File: config.mk
export PLATFORM = sky130hd
export DESIGN_NAME = vac_calibration_control
export DESIGN_NICKNAME = d
export VERILOG_FILES = /design/src/design/vac_pkg.sv /design/src/design/vac_settle_timer.sv /design/src/design/vac_calibration_control.sv
export SDC_FILE = /design/constraint.sdc
export NUM_CORES = 1
export LEC_CHECK = 0
export BUFFER_PORTS_ARGS = -buffer_cell sky130_fd_sc_hd__buf_2
export CORE_UTILIZATION = 50
export DETAILED_ROUTE_END_ITERATION = 16
export GPL_TIMING_DRIVEN = 0
export PLACE_DENSITY = 0.83
export REMOVE_ABC_BUFFERS = 1
export SKIP_LAST_GASP = 1
export SYNTH_ARGS = -nofsm -noshare
export SYNTH_HDL_FRONTEND = slang
export SYNTH_HIERARCHICAL = 1
export SYNTH_SLANG_ARGS = --single-unit
File: constraint.sdc
create_clock -name CLK_IN -period 2.6 [get_ports CLK_IN]
set_clock_uncertainty 0.2 [all_clocks]
set_input_delay 0 -clock CLK_IN [delete_from_list [all_inputs] [get_ports CLK_IN]]
set_output_delay 0 -clock CLK_IN [all_outputs]
set_load 0.01 [all_outputs]
File: src/design/vac_pkg.sv
// Constants for the VCO tune and converter calibration control block.
// Assumes a 40 MHz register clock and a 32-bit classic Wishbone slave port.
package vac_pkg;

	// ==========================================================
	// Clock and timing
	localparam int CLK_PERIOD_PS      = 25000;
	localparam int SETTLE_UNIT_NS     = 1000;
	localparam int SETTLE_UNIT_CYCLES =
		(SETTLE_UNIT_NS * 1000 + CLK_PERIOD_PS - 1) / CLK_PERIOD_PS;

	// ==========================================================
	// Register indices, byte address is four times the index
	localparam logic [7:0] IDX_TRIM        = 8'h59;
	localparam logic [7:0] IDX_PLL_RESET   = 8'h5c;
	localparam logic [7:0] IDX_TUNE_CTRL   = 8'h5d;
	localparam logic [7:0] IDX_TUNE_STATUS = 8'h5e;
	localparam logic [7:0] IDX_CAL_ENABLE  = 8'h61;
	localparam logic [7:0] IDX_LINK_ENABLE = 8'h70;
	localparam int         ADR_WIDTH       = 10;

	// ==========================================================
	// Field positions and widths
	localparam int TRIM_WIDTH     = 7;
	localparam int STL_LSB        = 4;
	localparam int STL_WIDTH      = 3;
	localparam int TUNE_EN_BIT    = 0;
	localparam int DONE_BIT       = 0;
	localparam int PLL_RESET_BIT  = 0;
	localparam int CAL_RUN_BIT    = 0;
	localparam int LINK_EN_BIT    = 0;

	// ==========================================================
	// Reset values
	localparam logic [6:0] RST_TRIM      = 7'h00;
	localparam logic       RST_PLL_RESET = 1'h0;
	localparam logic [2:0] RST_STL       = 3'h4;
	localparam logic       RST_TUNE_EN   = 1'h0;
	localparam logic       RST_DONE      = 1'h0;
	localparam logic       RST_CAL_RUN   = 1'h1;
	localparam logic       RST_LINK_EN   = 1'h0;

	// ==========================================================
	// Tune engine states
	typedef enum logic [1:0] {
		VAC_IDLE,
		VAC_STEP,
		VAC_SETTLE,
		VAC_DONE
	} vac_state_type;

endpackage : vac_pkg

File: src/design/vac_settle_timer.sv
// Down counter that times the PLL settling after each trim bit the engine tries.
// Assumes a synchronous start pulse and a reset already synchronised.
`timescale 1ns/1ps
module vac_settle_timer #(
	parameter int WIDTH = 12
) (
	input  wire logic             clk_in,
	input  wire logic             rst_n_in,
	input  wire logic             start_in,
	input  wire logic             abort_in,
	input  wire logic [WIDTH-1:0] load_in,
	output logic                  expired_out
);

	if (WIDTH < 2) begin : g_width_check
		$error("vac_settle_timer: WIDTH too small");
	end

	// ==========================================================
	// Counter
	logic [WIDTH-1:0] count;
	logic [WIDTH-1:0] next_count;
	logic             busy;
	logic             next_busy;

	always_comb begin
		next_count  = count;
		next_busy   = busy;
		expired_out = busy && (count == '0);
		if (abort_in) begin
			next_busy  = 1'b0;
			next_count = '0;
		end else if (start_in) begin
			next_busy  = 1'b1;
			next_count = load_in;
		end else if (expired_out) begin
			next_busy = 1'b0;
		end else if (busy) begin
			next_count = count - 1'b1;
		end
	end

	always_ff @(posedge clk_in or negedge rst_n_in) begin
		if (!rst_n_in) begin
			count <= '0;
			busy  <= 1'b0;
		end else begin
			count <= next_count;
			busy  <= next_busy;
		end
	end

endmodule : vac_settle_timer

File: src/design/vac_calibration_control.sv
// VCO tune engine and converter calibration run control, Wishbone slave.
// Assumes CLK_IN at 40 MHz, a VCO comparator input synchronous to it.
//
// Behaviour
// - Settle field, reset 4, longer wait per value
// - Engine starts when PLL reset written 0
// - Engine searches trim to centre VCO frequency
// - Done reads 1 after run or skip
// - Run bit, reset 1, low holds calibration
// - Run bit low resets digital and link dividers
// - Seven-bit trim, engine-set, software readable, writable only while the engine is idle or done
`timescale 1ns/1ps
module vac_calibration_control #(
	parameter int SETTLE_UNIT = vac_pkg::SETTLE_UNIT_CYCLES,
	parameter int TIMER_WIDTH = 12
) (
	input  wire logic        CLK_IN,
	input  wire logic        ARST_N_IN,
	input  wire logic        WB_CYC_IN,
	input  wire logic        WB_STB_IN,
	input  wire logic        WB_WE_IN,
	input  wire logic [9:0]  WB_ADR_IN,
	input  wire logic [3:0]  WB_SEL_IN,
	input  wire logic [31:0] WB_DAT_IN,
	output logic      [31:0] WB_DAT_OUT,
	output logic             WB_ACK_OUT,
	input  wire logic        VCO_FAST_IN,
	output logic      [6:0]  VCO_TRIM_OUT,
	output logic             PLL_CAL_RESET_OUT,
	output logic             VCO_TUNE_BUSY_OUT,
	output logic             CAL_RUN_OUT,
	output logic             DIVIDER_RESET_OUT,
	output logic             SERIAL_LINK_ENABLE_OUT
);

	if (SETTLE_UNIT < 1 ||
		SETTLE_UNIT * 8 >= (1 << TIMER_WIDTH)) begin : g_unit_check
		$error("vac_calibration_control: settle unit out of range");
	end

	// ==========================================================
	// Reset synchroniser
	logic rst_meta;
	logic rst_n;

	always_ff @(posedge CLK_IN or negedge ARST_N_IN) begin
		if (!ARST_N_IN) begin
			rst_meta <= 1'b0;
			rst_n    <= 1'b0;
		end else begin
			rst_meta <= 1'b1;
			rst_n    <= rst_meta;
		end
	end

	// ==========================================================
	// Bus decode
	logic        bus_req;
	logic        wr_commit;
	logic [7:0]  bus_idx;
	logic        lane0_wr;
	logic [7:0]  wr_byte;

	assign bus_req   = WB_CYC_IN && WB_STB_IN;
	assign bus_idx   = WB_ADR_IN[9:2];
	assign wr_commit = bus_req && WB_ACK_OUT && WB_WE_IN;
	assign lane0_wr  = wr_commit && WB_SEL_IN[0];
	assign wr_byte   = WB_DAT_IN[7:0];

	// ==========================================================
	// Software registers
	logic [2:0] settle_time;
	logic       tune_enable;
	logic       pll_cal_reset;
	logic       cal_run;
	logic       link_enable;
	logic [2:0] next_settle_time;
	logic       next_tune_enable;
	logic       next_pll_cal_reset;
	logic       next_cal_run;
	logic       next_link_enable;

	always_comb begin
		next_settle_time   = settle_time;
		next_tune_enable   = tune_enable;
		next_pll_cal_reset = pll_cal_reset;
		next_cal_run       = cal_run;
		next_link_enable   = link_enable;
		if (lane0_wr) begin
			unique case (bus_idx)
				vac_pkg::IDX_TUNE_CTRL: begin
					next_settle_time = wr_byte[vac_pkg::STL_LSB +:
						vac_pkg::STL_WIDTH];
					next_tune_enable = wr_byte[vac_pkg::TUNE_EN_BIT];
				end
				vac_pkg::IDX_PLL_RESET: begin
					next_pll_cal_reset = wr_byte[vac_pkg::PLL_RESET_BIT];
				end
				vac_pkg::IDX_CAL_ENABLE: begin
					next_cal_run = wr_byte[vac_pkg::CAL_RUN_BIT];
				end
				vac_pkg::IDX_LINK_ENABLE: begin
					next_link_enable = wr_byte[vac_pkg::LINK_EN_BIT];
				end
				default: begin
				end
			endcase
		end
	end

	always_ff @(posedge CLK_IN or negedge rst_n) begin
		if (!rst_n) begin
			settle_time   <= vac_pkg::RST_STL;
			tune_enable   <= vac_pkg::RST_TUNE_EN;
			pll_cal_reset <= vac_pkg::RST_PLL_RESET;
			cal_run       <= vac_pkg::RST_CAL_RUN;
			link_enable   <= vac_pkg::RST_LINK_EN;
		end else begin
			settle_time   <= next_settle_time;
			tune_enable   <= next_tune_enable;
			pll_cal_reset <= next_pll_cal_reset;
			cal_run       <= next_cal_run;
			link_enable   <= next_link_enable;
		end
	end

	// ==========================================================
	// Tune start detection
	logic tune_start;

	// Write of 0 over a set reset bit launches the engine
	assign tune_start = pll_cal_reset && !next_pll_cal_reset;

	// ==========================================================
	// Settle timer
	logic                   timer_start;
	logic                   timer_expired;
	logic [TIMER_WIDTH-1:0] settle_load;
	logic [TIMER_WIDTH-1:0] settle_unit_w;

	assign settle_unit_w = TIMER_WIDTH'(SETTLE_UNIT);
	// Value n waits (n + 1) units, so the load is one cycle less
	assign settle_load = TIMER_WIDTH'(({1'b0, settle_time} + 4'h1)
		* settle_unit_w - 1'b1);

	vac_settle_timer #(
		.WIDTH       (TIMER_WIDTH)
	) u_settle (
		.clk_in      (CLK_IN),
		.rst_n_in    (rst_n),
		.start_in    (timer_start),
		.abort_in    (pll_cal_reset),
		.load_in     (settle_load),
		.expired_out (timer_expired)
	);

	// ==========================================================
	// Tune engine
	vac_pkg::vac_state_type state;
	vac_pkg::vac_state_type next_state;
	logic [6:0] trim;
	logic [6:0] next_trim;
	logic [6:0] probe;
	logic [6:0] next_probe;
	logic       done;
	logic       next_done;

	always_comb begin
		next_state  = state;
		next_trim   = trim;
		next_probe  = probe;
		next_done   = done;
		timer_start = 1'b0;
		// Software trim write, ignored while a run owns it
		if (lane0_wr && bus_idx == vac_pkg::IDX_TRIM &&
			(state == vac_pkg::VAC_IDLE ||
			state == vac_pkg::VAC_DONE)) begin
			next_trim = wr_byte[vac_pkg::TRIM_WIDTH-1:0];
		end
		if (pll_cal_reset && !tune_start) begin
			next_state = vac_pkg::VAC_IDLE;
			next_done  = 1'b0;
		end else begin
			unique case (state)
				vac_pkg::VAC_IDLE: begin
					if (tune_start && tune_enable) begin
						next_state = vac_pkg::VAC_STEP;
						next_probe = 7'h40;
						next_trim  = 7'h00;
						next_done  = 1'b0;
					end else if (tune_start) begin
						next_state = vac_pkg::VAC_DONE;
						next_done  = 1'b1;
					end
				end
				vac_pkg::VAC_STEP: begin
					// Try the next bit, then let the PLL settle
					next_trim   = trim | probe;
					timer_start = 1'b1;
					next_state  = vac_pkg::VAC_SETTLE;
				end
				vac_pkg::VAC_SETTLE: begin
					if (timer_expired) begin
						if (VCO_FAST_IN) begin
							next_trim = trim & ~probe;
						end
						next_probe = probe >> 1;
						if (probe == 7'h01) begin
							next_state = vac_pkg::VAC_DONE;
							next_done  = 1'b1;
						end else begin
							next_state = vac_pkg::VAC_STEP;
						end
					end
				end
				vac_pkg::VAC_DONE: begin
				end
			endcase
		end
	end

	always_ff @(posedge CLK_IN or negedge rst_n) begin
		if (!rst_n) begin
			state <= vac_pkg::VAC_IDLE;
			trim  <= vac_pkg::RST_TRIM;
			probe <= 7'h00;
			done  <= vac_pkg::RST_DONE;
		end else begin
			state <= next_state;
			trim  <= next_trim;
			probe <= next_probe;
			done  <= next_done;
		end
	end

	// ==========================================================
	// Read mux and acknowledge
	logic [7:0]  rd_byte;
	logic [31:0] next_dat;
	logic        next_ack;

	always_comb begin
		rd_byte = 8'h00;
		unique case (bus_idx)
			vac_pkg::IDX_TRIM: begin
				rd_byte[vac_pkg::TRIM_WIDTH-1:0] = trim;
			end
			vac_pkg::IDX_PLL_RESET: begin
				rd_byte[vac_pkg::PLL_RESET_BIT] = pll_cal_reset;
			end
			vac_pkg::IDX_TUNE_CTRL: begin
				rd_byte[vac_pkg::STL_LSB +: vac_pkg::STL_WIDTH] =
					settle_time;
				rd_byte[vac_pkg::TUNE_EN_BIT] = tune_enable;
			end
			vac_pkg::IDX_TUNE_STATUS: begin
				rd_byte[vac_pkg::DONE_BIT] = done;
			end
			vac_pkg::IDX_CAL_ENABLE: begin
				rd_byte[vac_pkg::CAL_RUN_BIT] = cal_run;
			end
			vac_pkg::IDX_LINK_ENABLE: begin
				rd_byte[vac_pkg::LINK_EN_BIT] = link_enable;
			end
			default: begin
				rd_byte = 8'h00;
			end
		endcase
		next_ack = bus_req && !WB_ACK_OUT;
		next_dat = WB_DAT_OUT;
		if (next_ack) begin
			next_dat = {24'h000000, rd_byte};
		end
	end

	always_ff @(posedge CLK_IN or negedge rst_n) begin
		if (!rst_n) begin
			WB_ACK_OUT <= 1'b0;
			WB_DAT_OUT <= 32'h00000000;
		end else begin
			WB_ACK_OUT <= next_ack;
			WB_DAT_OUT <= next_dat;
		end
	end

	// ==========================================================
	// Outputs to the analog and clocking logic
	logic next_div_reset;

	assign next_div_reset = !cal_run;

	always_ff @(posedge CLK_IN or negedge rst_n) begin
		if (!rst_n) begin
			DIVIDER_RESET_OUT <= !vac_pkg::RST_CAL_RUN;
		end else begin
			DIVIDER_RESET_OUT <= next_div_reset;
		end
	end

	assign VCO_TRIM_OUT           = trim;
	assign PLL_CAL_RESET_OUT      = pll_cal_reset;
	assign CAL_RUN_OUT            = cal_run;
	assign SERIAL_LINK_ENABLE_OUT = link_enable;
	assign VCO_TUNE_BUSY_OUT      = (state == vac_pkg::VAC_STEP) ||
		(state == vac_pkg::VAC_SETTLE);

endmodule : vac_calibration_control

---- Word level (Yosys, flattened, before mapping) ----
Cells that the tools add are included.
Widths: inputs -> output; s select.
operators by class
  $add $sub $neg .......................... 3
  bitwise operators ....................... 4
  $mul .................................... 1
  equal/unequal tests ..................... 16
  reduce and logical (&&, ||, !) cells .... 31
  mux-type cells .......................... 35
operators with widths
  operator               count
  $mux 7                 7
  $eq 8x7->1 const B     6
  $mux 12                4
  $pmux 7 s3             1
  $pmux 7 s2             1
  $logic_not 12->1       1
  $mux 1                 12
  $sub 12x1->12 const B  1
  $logic_and 1x1->1      11
  $sub 10x1->11 const B  1
  $mux 2                 5
  $ne 3x3->1 const B     3
  $reduce_bool 3->1      3
  $reduce_and 2->1       4
  $reduce_and 4->1       2
  $and 7x7->7            1
  $eq 7x1->1 const B     1
  $mul 4x3->7 const B    1
  $not 7->7              1
  $or 7x7->7             1
  $pmux 1 s6             1
  $pmux 2 s3             1
  $pmux 3 s2             1
  $add 3x1->4 const B    1
  14 further kinds       19
word-level totals
  input bits .............................. 52
  bits in registers ....................... 48

---- Depth between registers and ports, before layout ----
Gate-level depths: netlist of run 1.
  word-level depth ........................ 12
  gate-level depth with buffers ........... 12
  gate-level depth less buffers ........... 12

---- Cells and area by module ----
Netlist of run 1, hierarchy kept.
modules (own cells, without submodules)
  module                   times used  area each (um^2)  cells an instance
  vac_calibration_control  1           2323.5            244
  vac_settle_timer         1           824.5             94

---- Least setup slack after synthesis of run 1 ----
Ideal clock, no wire load.
  path type ............................... flip-flop to flip-flop
  from .................................... reg settle_time[0]
  to ...................................... reg u_settle.count[9]
  cell stages (with the launch flop) ...... 12
  clock period less this slack ............ 2752 ps
  data arrival time ....................... 2452 ps
  setup time .............................. 99 ps
  slack ................................... -152 ps
  path through ............................ dfrtp_1 > ha_1 > xor2_1 > ha_1 > ha_1 > inv_1 > fa_1 > nand4b_1 > xnor2_1 > o21ai_0 > nor2_1 > a311oi_1
between the ends
  longest elaborated chain between the ends .. 5
RTL lines
  what                      RTL line                        text
  start: declaration        vac_calibration_control.sv:72   logic [2:0] settle_time;
  start signal: assignment  vac_calibration_control.sv:113  settle_time <= vac_pkg::RST_STL;
  start signal: assignment  vac_calibration_control.sv:119  settle_time <= next_settle_time;
  $add 3x1->4               vac_calibration_control.sv:143  assign settle_load = TIMER_WIDTH'(({1'b0, settle_time} + 4'h1)
  $mul 4x3->7               vac_calibration_control.sv:144  * settle_unit_w - 1'b1);
  $sub 10x1->11             vac_calibration_control.sv:144
  named net settle_load[9]  vac_calibration_control.sv:138  logic [TIMER_WIDTH-1:0] settle_load;
  $mux 12                   vac_settle_timer.sv:33          end else if (start_in) begin
  $mux 12                   vac_settle_timer.sv:30          if (abort_in) begin
  end signal: assignment    vac_settle_timer.sv:48          count <= next_count;
  end: declaration          vac_settle_timer.sv:21          logic [WIDTH-1:0] count;
The timed path passes the listed nets, and every way through them passes these cells.
A chain may end at the register's enable or synchronous reset.

---- Worst setup path after layout of run 1 ----
Same ends and word-level chain as after synthesis.

==> impl_metrics.csv, run 1 <==
group,metric,value,unit
power_and_ir_drop,switching_share,37.1,%
timing,period_minus_slack,2.67,ns
critical_path,cp-start-kind,"flop",
finish,drive_gt1_share,25.0,%
die,die_y,81.3,um
cts,cts_buffers,5,
power_and_ir_drop,p_seq_share,40.3,%
power_and_ir_drop,internal_power,1.61,mW
drt,routed_wl,8290,um
yosys,synth-edff-count,0,
global_routing,grt_start_max_net_pins,25,
drt,firstDrtPassIters,5,
timing,setup_tns,-0.144,ns
placement,gp_congestion,0.865,
yosys,yosysWarnings,6,
timing,final_max_slew_viol_count,0,
critical_path,worstPathRequired,2.62,ns
timing,rsz0062_at_grt,"yes",
drt,vias_per_cell,5.99,
critical_path,ff2ff_setup_slack,-0.07,ns
hold_path,hp-class,"input pin to flop",
finish,num-fill-cells,451,
finish,syn2layout_area_growth,24.7,%
placement,hpwlAfterDp,5130,um
drt,wirelength_met1,3280,um
cts,clock_sinks,48,
global_routing,antenna_found_initial,0,
drt,met2_length,4260,um
power_and_ir_drop,p_clk_share,22.8,%
timing,period_share,103,%
timing,finalSetupViolCount,3,
drt,maxUsedRoutingLayer,"met4",
global_routing,grt_usage,25.5,%
finish,nets,484,
critical_path,critPathKind,"flop to flop",
timing,worst_pin_slew,0.951,ns
cts,clock_latency,0.31,ns
yosys,postSynthAreaPerCell,9.31,um2
cts,clk_pin_slew_worst_paths,0.09,ns
cts,cts.path.max_buffers,2,
critical_path,cpPeakStageDelay,0.55,ns
global_routing,grt_overflow_total,0,
drt,drc,0,
power_and_ir_drop,powerDensity,653,nW/um2
die,rows,28,
power_and_ir_drop,power,2.56,mW
finish,diodes,0,
die,dieArea,6620,um2
timing,slew_headroom,36.1,%
yosys,synth_ff_type,"dfrtp_1",
yosys,syn_inst,338,
power_and_ir_drop,power_frac_comb,36.9,%
critical_path,crit_top_cell,"ha_4",
finish,seq_area,1210,um2
yosys,synth.distinct_cells,65,
die,floorplan.initialDensity,52.5,%
die,core_area,5990,um2
global_routing,grt_pass1_vias,2685,
critical_path,startpoint,"settle_time[0]",
critical_path,cp_cell_sequence,"ha_4 > xor2_2 > ha_2 > ha_4 > inv_2 > fa_2 > nand4b_1 > xnor2_1 > o21ai_1 > nor2_1 > a311oi_1",
placement,dp_slack,-0.732,ns
power_and_ir_drop,power.leakage,1.78,nW
cts,ctsRootBufferMaster,"clkbuf_8",
drt,vias,2967,
finish,multi_input_area,1860,um2
drt,post_drt_wl_per_cell,16.7,um
die,ioPinCount,97,
die,die_x,81.3,um
cts,cts_max_level,2,
drt,final_antenna_net_count,0,
flow_run,drv_cap,0,
timing,fmax,375,MHz
critical_path,r2r-start,"settle_time[0]",
timing,hold_viol_final,0,
critical_path,arrival,2.69,ns
yosys,ys_ff_latch,48,
placement,numPortBuffers,41,
drt,wl_met3,587,um
drt,drtIter0Drc,182,
yosys,syn_area,3150,um2
power_and_ir_drop,peakVddDrop,0.000416,V
yosys,synthArstFlopShare,100,%
hold_path,hold_start,"WB_ADR_IN[2]",
global_routing,grt_first_pass_wirelength,12800,um
critical_path,critPathSlowestCell,"fa_2",
critical_path,critPathMaxFanout,4,
power_and_ir_drop,p_switching,0.952,mW
timing,setup_ws,-0.0665,ns
critical_path,end_kind,"flop",
yosys,yosysSeqAreaShare,38.2,%
outcome,violations,"setup timing",
outcome,status,"finished with violations",
cts,tritoncts,"done",
final cells by class:
class	count	share of cell area, %
multi-input combinational	265	47.3
timing repair buffer	81	14.7
clock inverter	2	0.988
sequential	48	30.8
inverter	18	1.82
clock buffer	6	2.10
tap	75	2.39
layer usage:
layer,GRT usage [%],vias up
li1,-,1352
met1,32.0,1429
met2,43.6,158
met3,5.39,28
met4,7.86,0
met5,0,-
per-stage QoR:
step,utilization [%],hold WS (ns),area [um2],std cells
2_1_floorplan,-,-0.496,3020,331
3_3_place_gp,55.3,-0.415,3320,447
3_5_place_dp,55.8,-0.413,3340,448
4_1_cts,63.7,0.00715,3820,485
5_1_grt,65.5,0.0302,3930,495
6_report,65.5,0.0196,3930,495
synth_stat cells, types with 2 or more instances:
master / instances / area share, %
or3b_1: 2 / 0.56
mux2_2: 5 / 1.8
a311oi_1: 4 / 1.1
a21oi_1: 11 / 1.7
o22ai_1: 15 / 3.0
and3_1: 2 / 0.40
nand2b_1: 2 / 0.40
o21ai_1: 2 / 0.32
mux2_1: 2 / 0.72
inv_1: 18 / 2.1
o311ai_0: 2 / 0.56
nor4_1: 3 / 0.60
nor3b_1: 2 / 0.48
nor2b_1: 5 / 0.99
xnor2_1: 3 / 0.83
or3_1: 4 / 0.79
nor3_1: 8 / 1.3
and2_1: 3 / 0.60
a22oi_1: 4 / 0.95
a22o_1: 6 / 1.7
dfstp_2: 2 / 1.7
nand3b_1: 6 / 1.4
xor2_1: 6 / 1.7
or4_1: 2 / 0.48
nand4_1: 4 / 0.79
clkbuf_1: 6 / 0.72
and4b_1: 2 / 0.64
nand4b_1: 4 / 1.1
mux2i_1: 8 / 2.5
a31oi_1: 2 / 0.40
nand3_1: 10 / 1.6
dfrtp_1: 46 / 37
and4_1: 2 / 0.56
o21ai_0: 11 / 1.7
buf_4: 26 / 6.2
o31ai_1: 2 / 0.48
nand2_1: 25 / 3.0
a211oi_1: 2 / 0.48
a32o_1: 5 / 1.6
ha_1: 12 / 4.8
nor2_1: 27 / 3.2
conb_1: 2 / 0.24
worst max-delay path: cells and delay by family, from the launching register on:
kind	cells	cell delay, ns
adder cells (fa/ha/maj)	4	1.09
flip-flops	1	0.45
AO/OA/AOI/OAI	2	0.31
XOR/XNOR	2	0.29
AND/OR/NAND/NOR	2	0.17
buffers and inverters	1	0.04
state kept, by name (all words and copies together), names as in the netlist:
name	cells
PLL_CAL_RESET_OUT	1
DIVIDER_RESET_OUT	1
probe	7
WB_ACK_OUT	1
settle_time	3
u_settle/busy	1
rst_meta	1
CAL_RUN_OUT	1
SERIAL_LINK_ENABLE_OUT	1
done	1
state	2
tune_enable	1
VCO_TRIM_OUT	7
u_settle/count	12
WB_DAT_OUT	7
rst_n	1
worst paths after layout:
| kind | cells past startpoint | endpoint |
|---|---|---|
| setup / recovery | 11 | u_settle/count[9] |
| hold / removal | 5 | WB_DAT_OUT[0] |
| setup reg to reg | 11 | u_settle/count[9] |
| hold reg to reg | 0 | VCO_TRIM_OUT[3] |
| max in group asynchronous | 1 | u_settle/count[4] |
| min in group asynchronous | 0 | VCO_TRIM_OUT[3] |
cells in the final DEF, fill, tap and decap left out, types with 4 or more instances in the layout:
cell type / instances
o22ai_1: 15
nand4b_1: 4
clkbuf_8: 6
a311oi_1: 4
nand3_1: 9
buf_2: 41
dlygate4sd3_1: 20
inv_1: 14
a22o_1: 6
nand2_1: 25
nor2b_1: 4
dfrtp_2: 4
ha_1: 8
a21oi_1: 10
mux2_2: 5
or3_1: 4
nand3b_1: 6
buf_4: 19
o21ai_0: 9
conb_1: 29
a22oi_1: 4
nor3_1: 8
o21ai_1: 4
dfrtp_1: 42
xor2_1: 5
mux2i_1: 8
a32o_1: 5
nor2_1: 26
nand4_1: 4
cells by family after synthesis:
kind of cell | share of synthesized area [%]
AO/OA/AOI/OAI | 17.8
XOR/XNOR | 2.50
adder cells (fa/ha/maj) | 5.41
buffers and inverters | 9.54
flip-flops | 38.2
multiplexers | 5.05
other | 0.239
AND/OR/NAND/NOR | 21.2
power by group through the flow:
| stage | Combinational (mW) | Clock (mW) | Sequential, mW |
|---|---|---|---|
| 6_report | 0.947 | 0.584 | 1.03 |
| 5_1_grt | 1.05 | 0.627 | 1.05 |
| 4_1_cts | 0.853 | 0.590 | 1.02 |
| 3_5_place_dp | 0.814 | 0 | 1.02 |
| 3_3_place_gp | 0.770 | 0 | 1.02 |
| 2_1_floorplan | 0.613 | 0 | 0.994 |
repair_timing:
item                       4_1_cts  5_1_grt
setup buffers                    9       10
hold buffers                    20        0
setup endpoints to repair       30       29
hold endpoints to repair        21        0
pin swaps                        8        9
gates resized for setup         22        8
Power figures use the tool's default switching activity.
==> run 2: changes to the inputs <==
- CORE_MARGIN: default -> 2
- CORE_UTILIZATION: 50 -> 56
- PLACE_DENSITY: 0.83 -> 0.91
- clock period: 2.6 -> 3.24 ns (I/O delays scaled with it)
==> run 2 against run 1 <==
Effect of this change: the flow now finishes without violations; hold slack worse by 0.0041 ns; fmax is 9.8% lower; power is 27% lower; cell area is 7.7% lower; highest routed layer unchanged; largest cell class unchanged; largest power group unchanged; combinational power is 27% lower; register-to-register slack better by 0.35 ns.
==> impl_metrics.csv, run 2 (synthesis results as in run 1) <==
group,metric,value,unit
drt,vias_per_cell,6.01,
global_routing,antenna_found_initial,0,
critical_path,path_delay_family,"adder cells",
timing,setup_tns,0,ns
finish,syn2layout_area_growth,15.1,%
cts,clock_latency,0.31,ns
power_and_ir_drop,p_switching,0.723,mW
critical_path,critPathMaxFanout,7,
global_routing,grt_start_max_net_pins,26,
cts,post-cts-setup-buffers,0,
cts,cts.path.max_buffers,2,
timing,period_minus_slack,2.95,ns
critical_path,cp-start-kind,"flop",
drt,vias,2830,
placement,numPortBuffers,41,
die,dieArea,6240,um2
finish,instances_no_fill,471,
finish,nets,463,
die,ioPinCount,97,
outcome,status,"complete, no violations",
finish,largest_reg_flops,12,
die,die_x,79.0,um
power_and_ir_drop,powerDensity,513,nW/um2
timing,period_share,91.2,%
critical_path,critPathKind,"flop to flop",
power_and_ir_drop,peakVddDrop,0.000375,V
drt,routed_wl,7680,um
critical_path,end_kind,"flop",
power_and_ir_drop,p_clk_share,19.3,%
power_and_ir_drop,power_frac_comb,37.0,%
global_routing,grt_first_pass_wirelength,12400,um
finish,drive_gt1_share,16.8,%
die,floorplan.initialDensity,57.5,%
placement,gp_congestion,0.931,
cts,clk_pin_slew_worst_paths,0.09,ns
placement,dp.cells,445,
finish,final_cell_mix,"dfrtp_1 (45), buf_2 (41), conb_1 (29)",
power_and_ir_drop,p_seq_share,43.7,%
power_and_ir_drop,internal_power,1.14,mW
flow_run,drv_cap,0,
finish,multi_input_area,1760,um2
critical_path,cpPeakStageDelay,0.54,ns
cts,cts_max_level,2,
timing,rsz0062_at_grt,"no",
die,core_area,5470,um2
timing,hold_viol_final,0,
die,die_y,79.0,um
placement,place_area,3340,um2
finish,seq_area,1200,um2
drt,drc,0,
placement,hpwlAfterDp,5240,um
global_routing,grt_pass1_vias,2525,
cts,cts_buffers,5,
timing,final_max_slew_viol_count,0,
timing,worst_pin_slew,0.892,ns
hold_path,hp-class,"input pin to flop",
critical_path,crit_top_cell,"ha_1",
timing,fmax,338,MHz
drt,post_drt_wl_per_cell,16.3,um
power_and_ir_drop,power.leakage,1.65,nW
placement,dp_slack,-0.00888,ns
finish,num-fill-cells,414,
critical_path,arrival,2.95,ns
finish,design_area,3620,um2
cts,clock_sinks,48,
die,rows,27,
global_routing,grt_overflow_total,0,
drt,final_antenna_net_count,0,
drt,firstDrtPassIters,4,
critical_path,crit_buf_inv,1,
critical_path,worstPathRequired,3.23,ns
timing,finalSetupViolCount,0,
finish,top_register,"u_settle/count",
finish,final_common_cell,"dfrtp_1",
cts,tritoncts,"done",
timing,slew_headroom,40.0,%
finish,diodes,0,
cts,ctsRootBufferMaster,"clkbuf_8",
power_and_ir_drop,switching_share,38.9,%
global_routing,grt_usage,25.4,%
critical_path,cp_cell_sequence,"ha_2 > xor2_2 > ha_1 > ha_1 > inv_1 > fa_1 > nand3b_1 > xnor2_1 > nand2_1 > o21ai_0 > a32o_1",
critical_path,critPathSlowestCell,"fa_1",
timing,setup_ws,0.285,ns
drt,drtIter0Drc,173,
==> run 2: changes by cell type in the layout (fill, tap and decap cells not counted), sizes merged <==
| cell | delta |
|---|---|
| bufinv | -1 |
| dlygate4sd3 | -2 |
| inv | +1 |
| buf | -19 |
==> run 2: power groups by stage <==
stage	combinational (mW)	sequential, mW	clock (mW)
after global routing	0.763	0.830	0.385
final	0.687	0.812	0.360
after floorplan	0.492	0.798	0
after detailed placement	0.658	0.820	0
after CTS	0.676	0.808	0.367
after global placement	0.614	0.818	0
==> run 2: final timing paths <==
path / start / end / slack, ns / cells past startpoint
worst max-delay path: settle_time[0] / u_settle/count[8] / 0.29 / 11
worst min-delay path: WB_ADR_IN[2] / PLL_CAL_RESET_OUT / 0.02 / 4
worst max register to register: settle_time[0] / u_settle/count[8] / 0.29 / 11
worst min register to register: rst_n / probe[4] / 0.06 / 0
max in group asynchronous: rst_n / settle_time[2] / 2.18 / 1
min in group asynchronous: rst_n / probe[4] / 0.06 / 0
==> run 2: stage by stage <==
| stage | hold slack, ns | util, % | total power, mW |
|---|---|---|---|
| after floorplan | -0.496 | - | 1.29 |
| after global placement | -0.415 | 60.5 | 1.43 |
| after detailed placement | -0.413 | 61.0 | 1.48 |
| after CTS | 0.00327 | 65.9 | 1.85 |
| after global routing | 0.0285 | 66.2 | 1.98 |
| final | 0.0155 | 66.2 | 1.86 |
==> run 2: repair_timing <==
action / CTS / global route
resized for setup: 1 / 3
pin swaps: 0 / 0
endpoints found under the hold margin: 21 / 0
hold buffers: 18 / 0
setup endpoints to repair: 5 / 5
==> run 2: layout make-up <==
class,count,share of cell area (%)
flip-flops and latches,48,33.3
clock buffers,6,2.00
clock inverters,2,0.345
inverters,18,1.87
well taps,72,2.49
repair buffers,60,11.4
multi-input cells,265,48.6
==> run 2: routing by layer <==
layer / global-route usage [%] / part of all wire [%]
met5: 0 / 0
met4: 9.66 / 2.5
met3: 4.77 / 6.7
met2: 42.6 / 50
met1: 32.6 / 40
==> run 2: worst min-delay path, stage by stage <==
cell and delay [ns]:
buf_2 0.16, nor2_1 0.07, nand4_1 0.11, mux2_2 0.16
==> run 3: changes to the inputs <==
- CORE_MARGIN: 2 -> default
==> run 3 against run 2 <==
Effect of this change: routed wire length rose by 13%; global-route usage rose by 4.2 points; flip-flop and latch count did not move; highest routed layer unchanged.
==> impl_metrics.csv, run 3 (synthesis results as in run 1) <==
group,metric,value,unit
global_routing,grt_pass1_vias,2813,
global_routing,grt_overflow_total,0,
global_routing,antenna_found_initial,0,
flow_run,drv_cap,0,
placement,numPortBuffers,41,
global_routing,grt_first_pass_wirelength,13700,um
die,dieArea,5930,um2
timing,period_minus_slack,2.96,ns
drt,vias_per_cell,6.42,
cts,clock_latency,0.32,ns
die,core_area,5270,um2
power_and_ir_drop,peakVddDrop,0.000435,V
placement,hpwlAfterDp,5250,um
outcome,status,"complete, no violations",
die,floorplan.initialDensity,59.7,%
timing,final_max_slew_viol_count,0,
hold_path,hp-class,"flop to async pin",
critical_path,r2r-start,"settle_time[0]",
cts,cts_max_level,2,
drt,firstDrtPassIters,5,
finish,instances_no_fill,472,
finish,final_common_cell,"dfrtp_1",
die,rows,26,
power_and_ir_drop,power.leakage,1.68,nW
finish,largest_reg_flops,12,
die,ioPinCount,97,
cts,ctsRootBufferMaster,"clkbuf_8",
cts,clk_pin_slew_worst_paths,0.11,ns
critical_path,arrival,2.98,ns
drt,drc,0,
global_routing,grt_start_max_net_pins,26,
finish,fin_util,69.9,%
finish,top_register,"u_settle/count",
critical_path,worstRegToRegCells,11,
cts,cts.path.max_buffers,2,
critical_path,cp-start-kind,"flop",
timing,finalSetupViolCount,0,
critical_path,worstPathRequired,3.26,ns
placement,gp_congestion,0.893,
timing,slew_headroom,37.1,%
cts,clock_sinks,48,
power_and_ir_drop,power,2.01,mW
die,die_x,77.0,um
critical_path,critPathKind,"flop to flop",
global_routing,grt_usage,29.6,%
drt,vias,3032,
placement,dp.cells,443,
timing,period_share,91.2,%
drt,routed_wl,8660,um
cts,tritoncts,"done",
power_and_ir_drop,powerDensity,545,nW/um2
timing,worst_pin_slew,0.935,ns
finish,final_cell_mix,"dfrtp_1 (45), buf_2 (41), conb_1 (29)",
cts,cts_buffers,5,
finish,syn2layout_area_growth,17.1,%
timing,fmax,338,MHz
timing,hold_viol_final,0,
finish,diodes,0,
drt,final_antenna_net_count,0,
finish,drive_gt1_share,16.9,%
critical_path,r2r-end,"u_settle/count[9]",
finish,nets,466,
drt,drtIter0Drc,262,
critical_path,endpoint,"u_settle/count[9]",
die,die_y,77.0,um
drt,post_drt_wl_per_cell,18.3,um
critical_path,critPathMaxFanout,7,
critical_path,end_kind,"flop",
critical_path,startpoint,"settle_time[0]",
critical_path,ff2ff_setup_slack,0.28,ns
==> run 3: changes by cell type in the layout (fill, tap and decap cells not counted), sizes merged <==
cell,delta
dlygate4sd3,+3
clkinvlp,-1
bufinv,+1
==> run 3: layer usage <==
metal	GRT usage (%)	wire [um]	up-vias
li1	-	-	1315
met1	34.9	3210	1437
met2	50.8	4290	233
met3	5.36	761	47
met4	16.2	388	0
met5	0	0	-
==> run 3: worst min path at each step <==
| stage | start | endpoint | cells past startpoint |
|---|---|---|---|
| 2_1_floorplan | ARST_N_IN | rst_meta | 0 |
| 3_3_place_gp | ARST_N_IN | rst_meta | 1 |
| 3_5_place_dp | ARST_N_IN | rst_meta | 1 |
| 4_1_cts | rst_n | WB_ACK_OUT | 0 |
| 5_1_grt | rst_n | VCO_TRIM_OUT[6] | 0 |
| 6_report | rst_n | VCO_TRIM_OUT[6] | 0 |
==> run 3: where the power goes <==
group | leakage [nW] | switching (mW) | internal [mW]
logic | 1.01 | 0.423 | 0.290
registers | 0.614 | 0.119 | 0.697
clock network | 0.0614 | 0.227 | 0.253
==> run 3: critical path: stages, from the launching register on <==
cell and delay [ns]:
dfrtp_1 0.47, ha_2 0.30, xor2_2 0.19, ha_1 0.18, ha_1 0.17, inv_1 0.06, fa_1 0.55, nand4b_1 0.12
xnor2_1 0.13, o21ai_0 0.18, nor2_1 0.07, a311oi_1 0.24
==> run 3: layout make-up <==
cell class	count	area (um2)
fill	386	1580
multi-input combinational	265	1760
clock inverter	2	38.8
clock buffer	6	82.6
inverter	18	67.6
timing repair buffer	63	443
sequential	48	1200
tap	70	87.6
==> run 3: metrics by stage <==
stage,instance area [um2],setup WS (ns),hold WS (ns),TNS (ns)
floorplan,3020,0.487,-0.496,0
global placement,3310,-0.00724,-0.415,-0.00724
detailed placement,3340,-0.00627,-0.414,-0.0107
CTS,3670,0.188,0.0579,0
global route,3690,-0.0103,0.0935,-0.0103
finish,3690,0.284,0.0451,0
==> run 3: what timing repair did <==
item / in CTS / in global routing
hold buffers: 21 / 0
buffers inserted: 0 / 0
resized for setup: 1 / 3
hold endpoints to repair: 21 / 0
endpoints found under the setup margin: 5 / 7
cloned: 0 / 0
